--- src/common/lfs_consts.svh ---
// Constants for the lock, fuse and signature store.
// Assumes inclusion by bare name from the design file.
// Function
// - Two lock bits, erased only by chip erase
// - Lock byte bits 1,0; upper bits read 1
// - Self-programming allowed only when fuse reads 0
// - Debug fuse lets flash read despite locks
// - Mode 1 applies no lock restrictions
// - Mode 2 blocks programming, fuses, debug link
// - Mode 3 also blocks verification readout
// - Three fuse bytes, programmed reads 0
// - Reset-pin fuse forces high-voltage programming only
// - Serial enable fuse defaults programmed, serial-locked
// - Watchdog fuse forces watchdog on, no interrupt
// - Preserve fuse keeps EEPROM through chip erase
// - High byte bits 2..0 brown-out level
// - Low byte bit 6 drives clock out
// - Clock select defaults 0010, divide-eight programmed
// - Start-up field defaults 1 and 0
// - First lock bit freezes fuses; erase keeps fuses
// - Fuses latched at power-up, mode entry and mode exit
// - Preserve fuse acts immediately
// - Signature bytes at 0,2,4; calibration at 1
// - Other table addresses reserved
// - Readout index: low 0, lock 1, ext 2, high 3
`ifndef LFS_CONSTS_SVH
`define LFS_CONSTS_SVH

// Firmware readout indices
`define LFS_IDX_LOW 16'h0000
`define LFS_IDX_LOCK 16'h0001
`define LFS_IDX_EXT 16'h0002
`define LFS_IDX_HIGH 16'h0003

// Signature table addresses
`define LFS_SIG_ID0 6'h00
`define LFS_SIG_CAL 6'h01
`define LFS_SIG_ID1 6'h02
`define LFS_SIG_ID2 6'h04
`define LFS_SIG_RSVD_VAL 8'hff

// Field positions
`define LFS_EXT_SELFPRG 0
`define LFS_HIGH_RSTDIS 7
`define LFS_HIGH_DBGEN 6
`define LFS_HIGH_SERPRG 5
`define LFS_HIGH_WATCHDOG_ALWAYS_ON_FUSE 4
`define LFS_HIGH_EEKEEP 3
`define LFS_LOW_CLOCK_OUTPUT_FUSE 6
`define LFS_LOW_DIV8 7

// Reset (default) values
`define LFS_LOCK_RST 2'h3
`define LFS_LOCK_PAD 6'h3f
`define LFS_EXT_RST 8'hff
`define LFS_HIGH_RST 8'hdf
`define LFS_LOW_RST 8'h62

`endif

--- src/common/lfs_pkg.sv ---
// Types for the lock, fuse and signature store.
// Assumes lfs_consts.svh is on the include path.
package lfs_pkg;

    // Control sequencer, one-hot
    typedef enum logic [2:0] {
        LFS_ST_PWRUP = 3'b001,
        LFS_ST_RUN = 3'b010,
        LFS_ST_PROG = 3'b100
    } lfs_state_t;

    // Fuse byte selector (index encoding)
    typedef logic [1:0] lfs_sel_t;

endpackage

--- src/rtl/lfs_store.sv ---
// Lock, fuse and signature store with latched fuse outputs.
// Assumes programmer and firmware strobes are synchronous to mclk.
`timescale 1ns/1ps
`include "lfs_consts.svh"

module lfs_store #(
    parameter logic [7:0] SIG_BYTE0 = 8'h5a, // Arbitrary value
    parameter logic [7:0] SIG_BYTE1 = 8'h01, // Arbitrary value
    parameter logic [7:0] SIG_BYTE2 = 8'h02, // Arbitrary value
    parameter logic [7:0] CAL_BYTE = 8'h80
) (
    // Clock and reset
    input wire logic mclk,
    input wire logic nrst,
    // Programmer session
    input wire logic prog_mode,
    input wire logic prog_hv,
    input wire logic prog_fuse_wr,
    input wire lfs_pkg::lfs_sel_t prog_fuse_sel,
    input wire logic [7:0] prog_wdata,
    input wire logic prog_lock_wr,
    input wire logic prog_chip_erase,
    // Programmer permissions
    output logic prog_mem_write_ok,
    output logic prog_verify_ok,
    output logic prog_fuse_write_ok,
    output logic eeprom_erase,
    // Firmware readout
    input wire logic fw_rd,
    input wire logic fw_sig,
    input wire logic [15:0] fw_index,
    output logic [7:0] fw_rdata,
    output logic fw_rvalid,
    // Applied configuration
    output logic spm_allowed,
    output logic dbg_link_active,
    output logic dbg_flash_read_ok,
    output logic reset_pin_enabled,
    output logic wdt_forced_on,
    output logic wdt_irq_allowed,
    output logic eeprom_preserve,
    output logic [2:0] brownout_level,
    output logic clk_out_enable,
    output logic clk_div8,
    output logic [1:0] startup_time,
    output logic [3:0] clock_source,
    output logic [7:0] osc_cal
);
    import lfs_pkg::*;

    // ------------------------------------------------------------
    // Helper functions
    // ------------------------------------------------------------

    // Merge a byte write into a fuse, keeping protected bits
    function automatic logic [7:0] merge_fuse(
        input logic [7:0] old_val,
        input logic [7:0] new_val,
        input logic [7:0] keep_mask
    );
        merge_fuse = (old_val & keep_mask) | (new_val & ~keep_mask);
    endfunction

    // Select one of the three fuse bytes by index code
    function automatic logic [7:0] pick_fuse(
        input lfs_sel_t sel,
        input logic [7:0] low_v,
        input logic [7:0] ext_v,
        input logic [7:0] high_v
    );
        case (sel)
            2'h0: pick_fuse = low_v;
            2'h2: pick_fuse = ext_v;
            2'h3: pick_fuse = high_v;
            default: pick_fuse = 8'hff;
        endcase
    endfunction

    // ------------------------------------------------------------
    // Storage
    // ------------------------------------------------------------

    // Non-volatile cells, modelled as flops reset to defaults
    logic [1:0] lock_bits_reg;
    logic [7:0] ext_nv_reg;
    logic [7:0] high_nv_reg;
    logic [7:0] low_nv_reg;

    // Latched copies that drive the device
    logic [7:0] ext_lat_reg;
    logic [7:0] high_lat_reg;
    logic [7:0] low_lat_reg;

    lfs_state_t state_reg;
    lfs_state_t state_next;
    logic latch_now;

    logic first_lock_bit;
    logic second_lock_bit;
    logic mode1;
    logic locked_fuses;
    logic fuse_wr_ok;
    logic [7:0] keep_mask;
    logic [7:0] memory_lock_byte;

    assign first_lock_bit = lock_bits_reg[0];
    assign second_lock_bit = lock_bits_reg[1];

    assign memory_lock_byte = {`LFS_LOCK_PAD, second_lock_bit,
                               first_lock_bit};

    // ------------------------------------------------------------
    // Session sequencer
    // ------------------------------------------------------------

    always_comb begin
        state_next = state_reg;
        latch_now = 1'b0;
        case (state_reg)
            LFS_ST_PWRUP: begin
                latch_now = 1'b1;
                state_next = prog_mode ? LFS_ST_PROG : LFS_ST_RUN;
            end
            LFS_ST_RUN: begin
                if (prog_mode) begin
                    latch_now = 1'b1;
                    state_next = LFS_ST_PROG;
                end
            end
            LFS_ST_PROG: begin
                if (!prog_mode) begin
                    latch_now = 1'b1;
                    state_next = LFS_ST_RUN;
                end
            end
            default: begin
                state_next = LFS_ST_PWRUP;
            end
        endcase
    end

    always_ff @(posedge mclk or negedge nrst) begin
        if (!nrst) begin
            state_reg <= LFS_ST_PWRUP;
        end else begin
            state_reg <= state_next;
        end
    end

    // ------------------------------------------------------------
    // Protection decode
    // ------------------------------------------------------------

    assign mode1 = first_lock_bit & second_lock_bit;

    assign locked_fuses = ~first_lock_bit;

    // Mode 2 and 3 block array programming
    // Reset pin gone: array writes need high voltage
    assign prog_mem_write_ok = (state_reg == LFS_ST_PROG) & mode1 &
                               (high_nv_reg[`LFS_HIGH_RSTDIS] | prog_hv);

    assign prog_verify_ok = (state_reg == LFS_ST_PROG) &
                            (first_lock_bit | second_lock_bit);

    // Reset pin gone: only high-voltage path
    assign fuse_wr_ok = (state_reg == LFS_ST_PROG) & ~locked_fuses &
                        (high_nv_reg[`LFS_HIGH_RSTDIS] | prog_hv);
    assign prog_fuse_write_ok = fuse_wr_ok;

    // Serial enable bit untouchable in serial mode
    always_comb begin
        keep_mask = 8'h00;
        if (!prog_hv && prog_fuse_sel == 2'h3) begin
            keep_mask[`LFS_HIGH_SERPRG] = 1'b1;
        end
    end

    // ------------------------------------------------------------
    // Lock bits
    // ------------------------------------------------------------

    always_ff @(posedge mclk or negedge nrst) begin
        if (!nrst) begin
            lock_bits_reg <= `LFS_LOCK_RST;
        end else if (state_reg == LFS_ST_PROG) begin
            if (prog_chip_erase) begin
                // Only chip erase returns bits to 1
                lock_bits_reg <= `LFS_LOCK_RST;
            end else if (prog_lock_wr) begin
                // Writing can only program towards 0
                lock_bits_reg <= lock_bits_reg & prog_wdata[1:0];
            end
        end
    end

    // ------------------------------------------------------------
    // Fuse cells
    // ------------------------------------------------------------

    // Chip erase is deliberately absent here: fuses survive it.
    // Fuse writes gated by locks
    always_ff @(posedge mclk or negedge nrst) begin
        if (!nrst) begin
            ext_nv_reg <= `LFS_EXT_RST;
            high_nv_reg <= `LFS_HIGH_RST;
            low_nv_reg <= `LFS_LOW_RST;
        end else if (prog_fuse_wr && fuse_wr_ok) begin
            case (prog_fuse_sel)
                2'h0: low_nv_reg <= prog_wdata;
                2'h2: ext_nv_reg <= prog_wdata;
                2'h3: high_nv_reg <= merge_fuse(high_nv_reg,
                                                prog_wdata, keep_mask);
                default: begin
                end
            endcase
        end
    end

    // ------------------------------------------------------------
    // Latched fuse copies
    // ------------------------------------------------------------

    // Latch at power-up and session edges
    always_ff @(posedge mclk or negedge nrst) begin
        if (!nrst) begin
            ext_lat_reg <= `LFS_EXT_RST;
            high_lat_reg <= `LFS_HIGH_RST;
            low_lat_reg <= `LFS_LOW_RST;
        end else if (latch_now) begin
            ext_lat_reg <= ext_nv_reg;
            high_lat_reg <= high_nv_reg;
            low_lat_reg <= low_nv_reg;
        end
    end

    // ------------------------------------------------------------
    // Applied configuration
    // ------------------------------------------------------------

    assign spm_allowed = ~ext_lat_reg[`LFS_EXT_SELFPRG];

    // Debug link off unless mode 1
    assign dbg_link_active = ~high_lat_reg[`LFS_HIGH_DBGEN] & mode1;

    // Debug fuse bypasses the locks for reads
    assign dbg_flash_read_ok = ~high_lat_reg[`LFS_HIGH_DBGEN];

    assign reset_pin_enabled = high_lat_reg[`LFS_HIGH_RSTDIS];

    assign wdt_forced_on = ~high_lat_reg[`LFS_HIGH_WATCHDOG_ALWAYS_ON_FUSE];
    assign wdt_irq_allowed = high_lat_reg[`LFS_HIGH_WATCHDOG_ALWAYS_ON_FUSE];

    // Preserve fuse read from the cell, unlatched
    assign eeprom_preserve = ~high_nv_reg[`LFS_HIGH_EEKEEP];

    assign brownout_level = high_lat_reg[2:0];

    assign clk_out_enable = ~low_lat_reg[`LFS_LOW_CLOCK_OUTPUT_FUSE];

    assign clk_div8 = ~low_lat_reg[`LFS_LOW_DIV8];

    assign startup_time = low_lat_reg[5:4];

    assign clock_source = low_lat_reg[3:0];

    assign osc_cal = CAL_BYTE;

    // ------------------------------------------------------------
    // Chip erase side effect
    // ------------------------------------------------------------

    // Registered so the pulse is clean for the EEPROM sequencer.
    always_ff @(posedge mclk or negedge nrst) begin
        if (!nrst) begin
            eeprom_erase <= 1'b0;
        end else begin
            eeprom_erase <= prog_chip_erase &
                            (state_reg == LFS_ST_PROG) &
                            ~eeprom_preserve;
        end
    end

    // ------------------------------------------------------------
    // Firmware readout
    // ------------------------------------------------------------

    // No write path exists from the processor side.
    // Read-only readout
    always_ff @(posedge mclk or negedge nrst) begin
        if (!nrst) begin
            fw_rdata <= 8'hff;
            fw_rvalid <= 1'b0;
        end else begin
            fw_rvalid <= fw_rd;
            if (fw_rd && fw_sig) begin
                case (fw_index[5:0])
                    `LFS_SIG_ID0: fw_rdata <= SIG_BYTE0;
                    `LFS_SIG_CAL: fw_rdata <= CAL_BYTE;
                    `LFS_SIG_ID1: fw_rdata <= SIG_BYTE1;
                    `LFS_SIG_ID2: fw_rdata <= SIG_BYTE2;
                    default: fw_rdata <= `LFS_SIG_RSVD_VAL;
                endcase
            end else if (fw_rd) begin
                if (fw_index == `LFS_IDX_LOCK) begin
                    fw_rdata <= memory_lock_byte;
                end else if (fw_index == `LFS_IDX_LOW ||
                             fw_index == `LFS_IDX_EXT ||
                             fw_index == `LFS_IDX_HIGH) begin
                    fw_rdata <= pick_fuse(fw_index[1:0], low_nv_reg,
                                          ext_nv_reg, high_nv_reg);
                end else begin
                    fw_rdata <= 8'hff;
                end
            end
        end
    end

endmodule // lfs_store

--- config.mk ---
export PLATFORM = sky130hd
export DESIGN_NAME = lfs_store
export DESIGN_NICKNAME = d
export VERILOG_FILES = /design/src/common/lfs_pkg.sv /design/src/rtl/lfs_store.sv
export VERILOG_INCLUDE_DIRS = /design/src /design/src/common
export SDC_FILE = /design/constraint.sdc
export NUM_CORES = 1
export LEC_CHECK = 0
export BUFFER_PORTS_ARGS = -buffer_cell sky130_fd_sc_hd__buf_2
export CAP_MARGIN = 10
export CELL_PAD_IN_SITES_DETAIL_PLACEMENT = 1
export CELL_PAD_IN_SITES_GLOBAL_PLACEMENT = 2
export CORE_ASPECT_RATIO = 0.7
export CORE_UTILIZATION = 36
export CTS_CLUSTER_DIAMETER = 60
export CTS_CLUSTER_SIZE = 25
export DETAILED_ROUTE_END_ITERATION = 12
export PLACE_DENSITY = 0.85
export SYNTH_ARGS = -nofsm -noshare
export SYNTH_HDL_FRONTEND = slang
export SYNTH_SLANG_ARGS = --single-unit
--- constraint.sdc ---
create_clock -name mclk -period 2.8 [get_ports mclk]
set_input_delay 0.56 -clock mclk [delete_from_list [all_inputs] [get_ports mclk]]
set_output_delay 0.56 -clock mclk [all_outputs]
set_load 0.05 [all_outputs]
==> results of run 1 <==
[area by class of cell]
type | instances | area [µm²]
Inverter | 10 | 37.5
Clock buffer | 7 | 86.3
Timing Repair Buffer | 68 | 348
Clock inverter | 1 | 5.00
Sequential cell | 54 | 1400
Tap cell | 94 | 118
Fill cell | 788 | 3880
Multi-Input combinational cell | 138 | 1100
[power by group through the flow]
stage	logic [mW]	clock network, mW	registers, mW
final	1.35	0.443	1.37
after detailed placement	1.37	0	1.38
after global routing	1.44	0.490	1.41
after global placement	1.35	0	1.37
after CTS	1.37	0.462	1.37
after floorplan	1.09	0	1.40
[cell usage in the layout, fill, tap and decap left out, drive strengths merged]
master	instances
dfstp	39
clkbuf	7
a211oi	1
or4b	1
a22oi	6
nor3b	2
conb	8
or3b	1
a21oi	4
nand4	1
a31oi	2
mux2	47
o221ai	1
and2	2
nand3	2
nor2b	3
xor2	2
dfrtp	15
a22o	2
inv	10
and4	2
nand2	8
clkinv	1
o21ai	9
o21a	2
o31ai	2
a311oi	3
nor3	5
nand3b	1
nand2b	2
nor2	10
and3	4
o22ai	2
nor4	3
buf	68
[cells in the mapped netlist, drive strengths merged, types with 3 or more instances]
| cell type | count | area share (%) |
|---|---|---|
| a21oi | 4 | 0.74 |
| a22oi | 6 | 1.7 |
| a311oi | 3 | 0.98 |
| and3 | 4 | 0.93 |
| buf | 21 | 5.7 |
| clkbuf | 4 | 0.56 |
| dfrtp | 15 | 14 |
| dfstp | 39 | 38 |
| inv | 10 | 1.4 |
| mux2 | 47 | 21 |
| nand2 | 8 | 1.1 |
| nor2 | 10 | 1.4 |
| nor2b | 3 | 0.70 |
| nor3 | 5 | 1.1 |
| nor4 | 3 | 0.70 |
| o21ai | 9 | 1.7 |
[worst paths after layout]
| check | cells after the start | end | start | slack, ns |
|---|---|---|---|---|
| max in group asynchronous | 2 | low_lat_reg[3] | nrst | 1.98 |
| min in group mclk | 2 | state_reg[1] | prog_mode | 0.43 |
| min reg2reg | 2 | fw_rdata[5] | fw_rdata[5] | 0.48 |
| min | 2 | low_lat_reg[2] | nrst | 0.36 |
| max reg2reg | 5 | low_lat_reg[2] | state_reg[0] | 0.70 |
| max | 3 | prog_mem_write_ok | state_reg[1] | 0.67 |
[cell families (layout without fill, tap and decap cells)]
family,after synthesis,count (layout)
AO/OA/AOI/OAI,34,34
XOR/XNOR,2,2
buffers and inverters,35,86
flip-flops,54,54
multiplexers,47,47
other,2,8
AND/OR/NAND/NOR,47,47
[worst register-to-register path, delay by kind of cell (launching register included)]
family          cells  cell delay, ns
buf+inv             1            0.32
mux                 1            0.36
simple gates        1            0.13
flops               1            0.59
compound gates      2            0.61
[metal layers]
| layer | vias to the layer above | track usage, % | wire (µm) |
|---|---|---|---|
| met4 | 0 | 3.76 | 47 |
| met1 | 925 | 23.7 | 2940 |
| met2 | 35 | 26.8 | 2800 |
| met5 | - | 0 | 0 |
| li1 | 869 | - | - |
| met3 | 8 | 3.94 | 239 |
[per-stage QoR]
| stage | hold slack (ns) | total power, mW |
|---|---|---|
| final | 0.358 | 3.16 |
| after global routing | 0.410 | 3.34 |
| after CTS | 0.382 | 3.20 |
| after detailed placement | 0.477 | 2.75 |
| after global placement | 0.470 | 2.71 |
| after floorplan | 0.264 | 2.49 |
==> impl_metrics.csv, run 1 <==
group,metric,value,unit
place,io_buffers,65,
detailed_routing,routedWlPerCell,16.2,µm
setup_path,crit_chain,"nor3b_4, and3_1, buf_2",
clock_tree,insertion_delay,0.30,ns
final_layout,drive_gt1_share,59.0,%
job,maxCapViolCount,0,
clock_tree,path_clk_slew,0.09,ns
final_layout,antenna_cells,0,
place,gp_congestion,0.708,
die,io-pin-count,74,
setup_path,worstSetupEndpointType,"output port",
detailed_routing,routed_wl,6020,µm
die,fp.dieW,105,µm
sta,tightest_slew,0.692,ns
setup_path,critPathBufInv,1,
sta,rsz0062_at_grt,"no",
setup_path,cp.arrival,1.57,ns
synth,netlist_area,2690,µm²
die,placementRows,25,
synth,synthCells,221,
synth,ys_ff_latch,54,
worst_hold_path,min_path_type,"in -> async",
clock_tree,ctsRootBufferMaster,"clkbuf_8",
grt,grt_max_degree,55,
place,post-place-ws,0.600,ns
place,dpl_cell_area,3010,µm²
clock_tree,clock-sinks,54,
grt,antenna_found_initial,0,
detailed_routing,drt.antenna.violating_nets,0,
power_and_ir_drop,power.density,1020,nW/µm²
power_and_ir_drop,p_sw,1.31,mW
outcome,outcome,"finished clean",
synth,avgSynthCellArea,12.2,µm²
setup_path,required,2.24,ns
sta,hold_viol,0,
clock_tree,htree_levels,2,
synth,synthArstFlopShare,100,%
die,design.core.area,6980,µm²
power_and_ir_drop,combinationalPowerShare,42.8,%
final_layout,nets,312,
detailed_routing,first_pass_iters,4,
final_layout,final_area,3100,µm²
clock_tree,cts-hold-fix-buffers,0,
synth,synth_top_family_by_area,"multiplexers",
sta,min_period,2.13,ns
grt,grt_overflow,0,
setup_path,crit_path_max_incr_delay,0.45,ns
power_and_ir_drop,peakVddDrop,0.483,mV
synth,yosys_warnings,0,
power_and_ir_drop,clkPwrFrac,14.0,%
sta,finClkSkew,0.00616,ns
die,start_util,38.5,%
sta,finalSetupTns,0,ns
sta,fmax,0.468,GHz
grt,track_usage,16.9,%
synth,synth_top_flop_cell,"dfstp_2",
setup_path,cp_slowest_cell,"dfrtp_1",
power_and_ir_drop,internal_power,1.85,mW
setup_path,cp_top_family,"simple AND/OR/NAND/NOR gates",
detailed_routing,drc_errors,0,
sta,slew_headroom,53.7,%
clock_tree,cts.repair.resized,0,
synth,synth-xor-area-share,0.652,%
detailed_routing,vias_per_cell,4.94,
place,hpwl,4530,µm
die,die_y,74.3,µm
die,dieArea,7820,µm²
synth,synth_edf_count,0,
synth,synth_mux_area_share,20.8,%
sta,setup_viol_count_final,0,
place,place_inst,364,
grt,grt_pass1_vias,1931,
sta,fin_crit_sh,76.2,%
sta,slew_violations,0,
synth,ys_seq_area_share,52.1,%
clock_tree,cts_made_buffers,5,
sta,finalWorstSetupSlack,0.665,ns
synth,synthSimpleGateAreaFrac,10.1,%
setup_path,cp-start-kind,"flop",
clock_tree,clockBufferDepth,2,
power_and_ir_drop,seq_power_share,43.2,%
power_and_ir_drop,switching_share,41.6,%
clock_tree,cts_tree,"yes",
detailed_routing,via_count,1837,
power_and_ir_drop,leakage,1.43,nW
final_layout,finalNonFillerCells,372,
final_layout,syn2layout_area_growth,15.3,%
synth,synth_compound_area_share,8.38,%
clock_tree,cts_setup_buffers,0,
final_layout,post-route-util,44.4,%
synth,synth_adder_area_share,0,%
grt,grt_pass1_wl,10100,µm
synth,yosysUniqueCellTypes,39,
detailed_routing,first_iter_violations,29,
setup_path,crit_fanout,8,
setup_path,path_class,"reg -> out",
Note: power is estimated with default switching activity, not from simulation.
==> run 2: changes to the inputs <==
--- a/config.mk
+++ b/config.mk
@@ -6,16 +6,17 @@
 export SDC_FILE = /design/constraint.sdc
 export NUM_CORES = 1
 export LEC_CHECK = 0
+export ABC_AREA = 1
 export BUFFER_PORTS_ARGS = -buffer_cell sky130_fd_sc_hd__buf_2
 export CAP_MARGIN = 10
 export CELL_PAD_IN_SITES_DETAIL_PLACEMENT = 1
 export CELL_PAD_IN_SITES_GLOBAL_PLACEMENT = 2
 export CORE_ASPECT_RATIO = 0.7
-export CORE_UTILIZATION = 36
+export CORE_UTILIZATION = 29
 export CTS_CLUSTER_DIAMETER = 60
 export CTS_CLUSTER_SIZE = 25
 export DETAILED_ROUTE_END_ITERATION = 12
-export PLACE_DENSITY = 0.85
+export PLACE_DENSITY = 0.79
 export SYNTH_ARGS = -nofsm -noshare
 export SYNTH_HDL_FRONTEND = slang
 export SYNTH_SLANG_ARGS = --single-unit
==> constraint.sdc (replaced) <==
create_clock -name mclk -period 2.2 [get_ports mclk]
set_input_delay 0.44 -clock mclk [delete_from_list [all_inputs] [get_ports mclk]]
set_output_delay 0.44 -clock mclk [all_outputs]
set_load 0.05 [all_outputs]
==> run 2 against run 1 <==
- total power is 33% higher
- clock-buffer cell count is 2 lower
- first-iteration DRC count grew to 3.5 times the previous value
- clock power is 100% higher
- die area is 25% higher
- utilization is 8.3 points lower
- routed wire length is 19% higher
- critical endpoint is now prog_fuse_write_ok
- highest routed layer unchanged
==> impl_metrics.csv, run 2 <==
group,metric,value,unit
grt,grt_overflow,0,
detailed_routing,drc_errors,0,
sta,min_period,2.04,ns
sta,finalWorstSetupSlack,0.163,ns
synth,synth.most_common_cell,"nand2_1",
synth,synth_top_area_share,37.7,%
die,io-pin-count,74,
sta,rsz0062_at_grt,"no",
clock_tree,insertion_delay,0.29,ns
sta,setup_viol_count_final,0,
grt,grt_pass1_wl,12000,µm
synth,synth_area_leaders,"dfstp_2 (38%), dfrtp_1 (14%), nand2_1 (9.5%), inv_1 (6.6%), nor2_1 (6.6%)",
detailed_routing,first_iter_violations,102,
clock_tree,path_clk_slew,0.07,ns
grt,grt_max_degree,55,
die,die_y,83.0,µm
power_and_ir_drop,clkPwrFrac,21.3,%
place,post-place-ws,0.357,ns
synth,yosysTopAreaCell,"dfstp_2",
power_and_ir_drop,seq_power_share,39.8,%
final_layout,regArea,1400,µm²
sta,slew_headroom,32.3,%
sta,slew_violations,0,
setup_path,path_class,"reg -> out",
detailed_routing,routedWlPerCell,13.7,µm
final_layout,post-route-util,36.2,%
clock_tree,clock-sinks,54,
final_layout,num-fill-cells,1141,
place,gp_congestion,0.780,
synth,ys_ff_latch,54,
grt,antenna_found_initial,0,
clock_tree,ctsRootBufferMaster,"clkbuf_16",
place,place_inst,516,
grt,track_usage,15.8,%
synth,ys_seq_area_share,51.5,%
sta,fmax,0.491,GHz
final_layout,final_area,3280,µm²
die,start_util,30.0,%
outcome,outcome,"finished clean",
setup_path,r2r_slack,0.43,ns
power_and_ir_drop,peakVddDrop,0.389,mV
die,placementRows,29,
synth,synthCells,341,
power_and_ir_drop,power.density,1280,nW/µm²
die,dieArea,9770,µm²
worst_hold_path,min_path_type,"in -> async",
grt,grt_pass1_vias,2422,
sta,hold_viol,0,
final_layout,mostFrequentLayoutCells,"nand2_1 (69), buf_2 (65), inv_1 (48), nor2_1 (48), dfstp_2 (39)",
power_and_ir_drop,switching_share,42.4,%
synth,synthTopCellsByCount,"nand2_1 (69), inv_1 (48), nor2_1 (48)",
power_and_ir_drop,combinationalPowerShare,38.9,%
detailed_routing,vias_per_cell,4.44,
die,fp.dieW,118,µm
setup_path,required,1.76,ns
detailed_routing,drt.antenna.violating_nets,0,
synth,netlist_area,2720,µm²
synth,yosysUniqueCellTypes,25,
place,dpl_cell_area,3110,µm²
final_layout,syn2layout_area_growth,20.6,%
sta,finalSetupTns,0,ns
clock_tree,cts-hold-fix-buffers,0,
power_and_ir_drop,leakage,1.62,nW
final_layout,antenna_cells,0,
place,hpwl,5620,µm
synth,synth_top_flop_cell,"dfstp_2",
final_layout,final_common_cell,"nand2_1",
setup_path,cp-start-kind,"flop",
clock_tree,cts_tree,"yes",
final_layout,nets,434,
place,io_buffers,65,
clock_tree,cts.repair.resized,0,
clock_tree,cts_made_buffers,5,
detailed_routing,first_pass_iters,4,
synth,yosys_warnings,0,
power_and_ir_drop,p_sw,1.79,mW
sta,tightest_slew,1.02,ns
sta,hold_ws,0.125,ns
final_layout,drive_gt1_share,32.3,%
clock_tree,htree_levels,2,
power_and_ir_drop,fin_total_pwr,4.21,mW
synth,synthArstFlopShare,100,%
job,maxCapViolCount,0,
die,design.core.area,9070,µm²
clock_tree,clockBufferDepth,2,
sta,finClkSkew,0.00698,ns
synth,synth_edf_count,0,
setup_path,worstSetupEndpointType,"output port",
power_and_ir_drop,internal_power,2.42,mW
final_layout,finalNonFillerCells,524,
detailed_routing,via_count,2329,
synth,avgSynthCellArea,7.97,µm²
final_layout,multi_input_area,996,µm²
setup_path,crit_fanout,5,
detailed_routing,routed_wl,7160,µm
sta,fin_crit_sh,92.6,%
clock_tree,cts_setup_buffers,0,
setup_path,cp.arrival,1.60,ns
## run 2: changes by cell type after synthesis, moves of 10 or more
cell     before  now
nand2_1       8   69
nor2_1       10   48
o21ai_1       0   15
o21ai_0       9   24
a21oi_1       4   14
inv_1        10   48
mux2_2       39    0
nand3_1       2   14
## run 2: final timing paths
| path | start | end | depth (start not counted) |
|---|---|---|---|
| hold / removal | nrst | low_lat_reg[0] | 2 |
| setup reg to reg | state_reg[1] | low_lat_reg[2] | 4 |
| setup / recovery | lock_bits_reg[0] | prog_fuse_write_ok | 3 |
| max in group asynchronous | nrst | high_lat_reg[7] | 2 |
| min in group mclk | prog_wdata[7] | ext_nv_reg[7] | 3 |
| hold reg to reg | low_nv_reg[1] | low_nv_reg[1] | 2 |
## run 2: worst max-delay path: stages, from the launching register on
cell and delay [ns]:
dfstp_2 0.53, inv_1 0.13, nor3_4 0.33, buf_2 0.32
## run 2: cell families (layout without fill, tap and decap cells)
kind of cell | Yosys count | count (layout) | share of synthesized area, %
AOI/OAI and AO/OA | 58 | 58 | 11.1
buffers and inverters | 75 | 128 | 13.1
DFF | 54 | 54 | 51.5
other | 2 | 8 | 0.276
and+or+nand+nor | 152 | 152 | 24.1
## run 2: power groups by stage
stage | Clock, mW | Combinational (mW) | Sequential, mW
2_1_floorplan | 0 | 1.26 | 1.75
3_5_place_dp | 0 | 1.66 | 1.70
4_1_cts | 0.930 | 1.67 | 1.69
5_1_grt | 0.958 | 1.82 | 1.73
6_report | 0.896 | 1.64 | 1.68
3_3_place_gp | 0 | 1.62 | 1.69
## run 2: cell type report
cell class	instances	area share, %
flip-flops and latches	54	42.7
multi-input cells	218	30.4
repair buffers	70	11.4
inverters	50	5.72
well taps	124	4.73
clock buffers	5	3.82
clock inverters	3	1.22
## run 2: routing by layer
| layer | track usage [%] | part of all wire [%] |
|---|---|---|
| met1 | 21.8 | 50 |
| met4 | 3.85 | 0.88 |
| met2 | 25.0 | 45 |
| met3 | 3.43 | 4.1 |
| met5 | 0 | 0 |
==> run 3: changes to the inputs <==
--- a/config.mk
+++ b/config.mk
@@ -11,7 +11,6 @@
 export CAP_MARGIN = 10
 export CELL_PAD_IN_SITES_DETAIL_PLACEMENT = 1
 export CELL_PAD_IN_SITES_GLOBAL_PLACEMENT = 2
-export CORE_ASPECT_RATIO = 0.7
 export CORE_UTILIZATION = 29
 export CTS_CLUSTER_DIAMETER = 60
 export CTS_CLUSTER_SIZE = 25
==> run 3 against run 2 <==
- register-to-register slack got worse by 0.12 ns
- sequential share of layout area increased by 1.2 points
- worst setup slack got worse by 0.030 ns
- combinational power about the same
==> impl_metrics.csv, run 3 (synthesis gave the netlist of run 2 again) <==
group,metric,value,unit
sta,rsz0062_at_grt,"no",
clock_tree,insertion_delay,0.31,ns
power_and_ir_drop,leakage,1.59,nW
grt,grtUsageMet1,20.3,%
die,dieArea,9770,µm²
sta,fin_crit_sh,94.0,%
final_layout,post-route-util,35.9,%
die,io-pin-count,74,
clock_tree,clock-sinks,54,
power_and_ir_drop,power.density,1250,nW/µm²
detailed_routing,drc_errors,0,
clock_tree,clockBufferDepth,2,
setup_path,worstSetupEndpointType,"output port",
final_layout,final_common_cell,"nand2_1",
sta,finalSetupTns,0,ns
outcome,outcome,"finished clean",
sta,slew_headroom,32.1,%
final_layout,antenna_cells,0,
detailed_routing,first_pass_iters,4,
setup_path,path_class,"reg -> out",
sta,tightest_slew,1.02,ns
power_and_ir_drop,peakVddDrop,0.449,mV
final_layout,nets,434,
setup_path,cp.arrival,1.63,ns
detailed_routing,drt.antenna.violating_nets,0,
grt,grt_pass1_vias,2391,
sta,min_period,2.07,ns
clock_tree,cts-hold-fix-buffers,0,
sta,hold_viol,0,
detailed_routing,via_count,2343,
clock_tree,htree_levels,2,
sta,hold_ws,0.0973,ns
power_and_ir_drop,fin_total_pwr,4.00,mW
die,die_y,98.8,µm
place,hpwl,5640,µm
grt,antenna_found_initial,0,
detailed_routing,vias_per_cell,4.61,
detailed_routing,routed_wl,7100,µm
final_layout,mostFrequentLayoutCells,"nand2_1 (69), buf_2 (65), inv_1 (48), nor2_1 (48), dfstp_2 (39)",
die,fp.dieW,98.8,µm
grt,use_met2,26.7,%
place,gp_congestion,0.754,
grt,top_usage_layer,"met2",
final_layout,regArea,1400,µm²
grt,grt_max_degree,31,
grt,grt_overflow,0,
final_layout,finalNonFillerCells,508,
sta,setup_viol_count_final,0,
final_layout,num-fill-cells,1098,
clock_tree,cts_tree,"yes",
final_layout,drive_gt1_share,32.0,%
final_layout,syn2layout_area_growth,17.4,%
die,start_util,30.6,%
clock_tree,cts_made_buffers,5,
sta,fmax,0.484,GHz
place,io_buffers,65,
detailed_routing,first_iter_violations,74,
final_layout,multi_input_area,996,µm²
sta,finClkSkew,0.0176,ns
place,place_inst,500,
setup_path,required,1.76,ns
clock_tree,path_clk_slew,0.11,ns
setup_path,crit_fanout,5,
clock_tree,cts.repair.resized,0,
die,design.core.area,8890,µm²
clock_tree,ctsRootBufferMaster,"clkbuf_8",
detailed_routing,routedWlPerCell,14.0,µm
grt,grt_use_met3,2.91,%
clock_tree,cts_setup_buffers,0,
grt,grt_pass1_wl,11800,µm
die,placementRows,34,
setup_path,cp-start-kind,"flop",
grt,track_usage,15.5,%
worst_hold_path,min_path_type,"in -> async",
job,maxCapViolCount,0,
sta,slew_violations,0,
## run 3: power breakdown
| part | internal (mW) | switching, mW | leakage (nW) |
|---|---|---|---|
| Combinational | 0.385 | 1.26 | 0.922 |
| Clock | 0.343 | 0.342 | 0.0554 |
| Sequential | 1.50 | 0.172 | 0.608 |
| Total | 2.23 | 1.77 | 1.59 |
## run 3: path summary, 6_finish.rpt
kind,start,to,slack (ns),depth (start not counted)
max,lock_bits_reg[0],prog_fuse_write_ok,0.13,3
min in group mclk,prog_wdata[7],ext_nv_reg[7],0.34,3
max reg2reg,lock_bits_reg[0],ext_nv_reg[4],0.31,7
min reg2reg,low_nv_reg[1],low_nv_reg[1],0.48,2
min,nrst,low_lat_reg[0],0.1,1
max in group asynchronous,nrst,ext_nv_reg[3],1.36,2
## run 3: stage by stage
| stage | area (µm²) | setup WS (ns) |
|---|---|---|
| floorplan | 2750 | 0.102 |
| global placement | 3080 | 0.381 |
| detailed placement | 3080 | 0.352 |
| CTS | 3190 | 0.0956 |
| global route | 3190 | 0.0422 |
| finish | 3190 | 0.133 |
## run 3: layout make-up
class / instances / share of cell area (%)
Sequential cell: 54 / 43.8
Multi-Input combinational cell: 218 / 31.2
Timing Repair Buffer: 70 / 11.4
Inverter: 50 / 5.88
Tap cell: 108 / 4.23
Clock buffer: 6 / 2.27
Clock inverter: 2 / 1.21
## run 3: layer usage
metal | routed length (µm) | share of wire (%)
met4 | 46 | 0.65
met2 | 3480 | 49
met3 | 272 | 3.8
met5 | 0 | 0
met1 | 3300 | 46
## run 3: critical path: stages, from the launching register on
cell,delay (ns)
dfstp_2,0.54
inv_1,0.14
nor3_4,0.31
buf_2,0.31
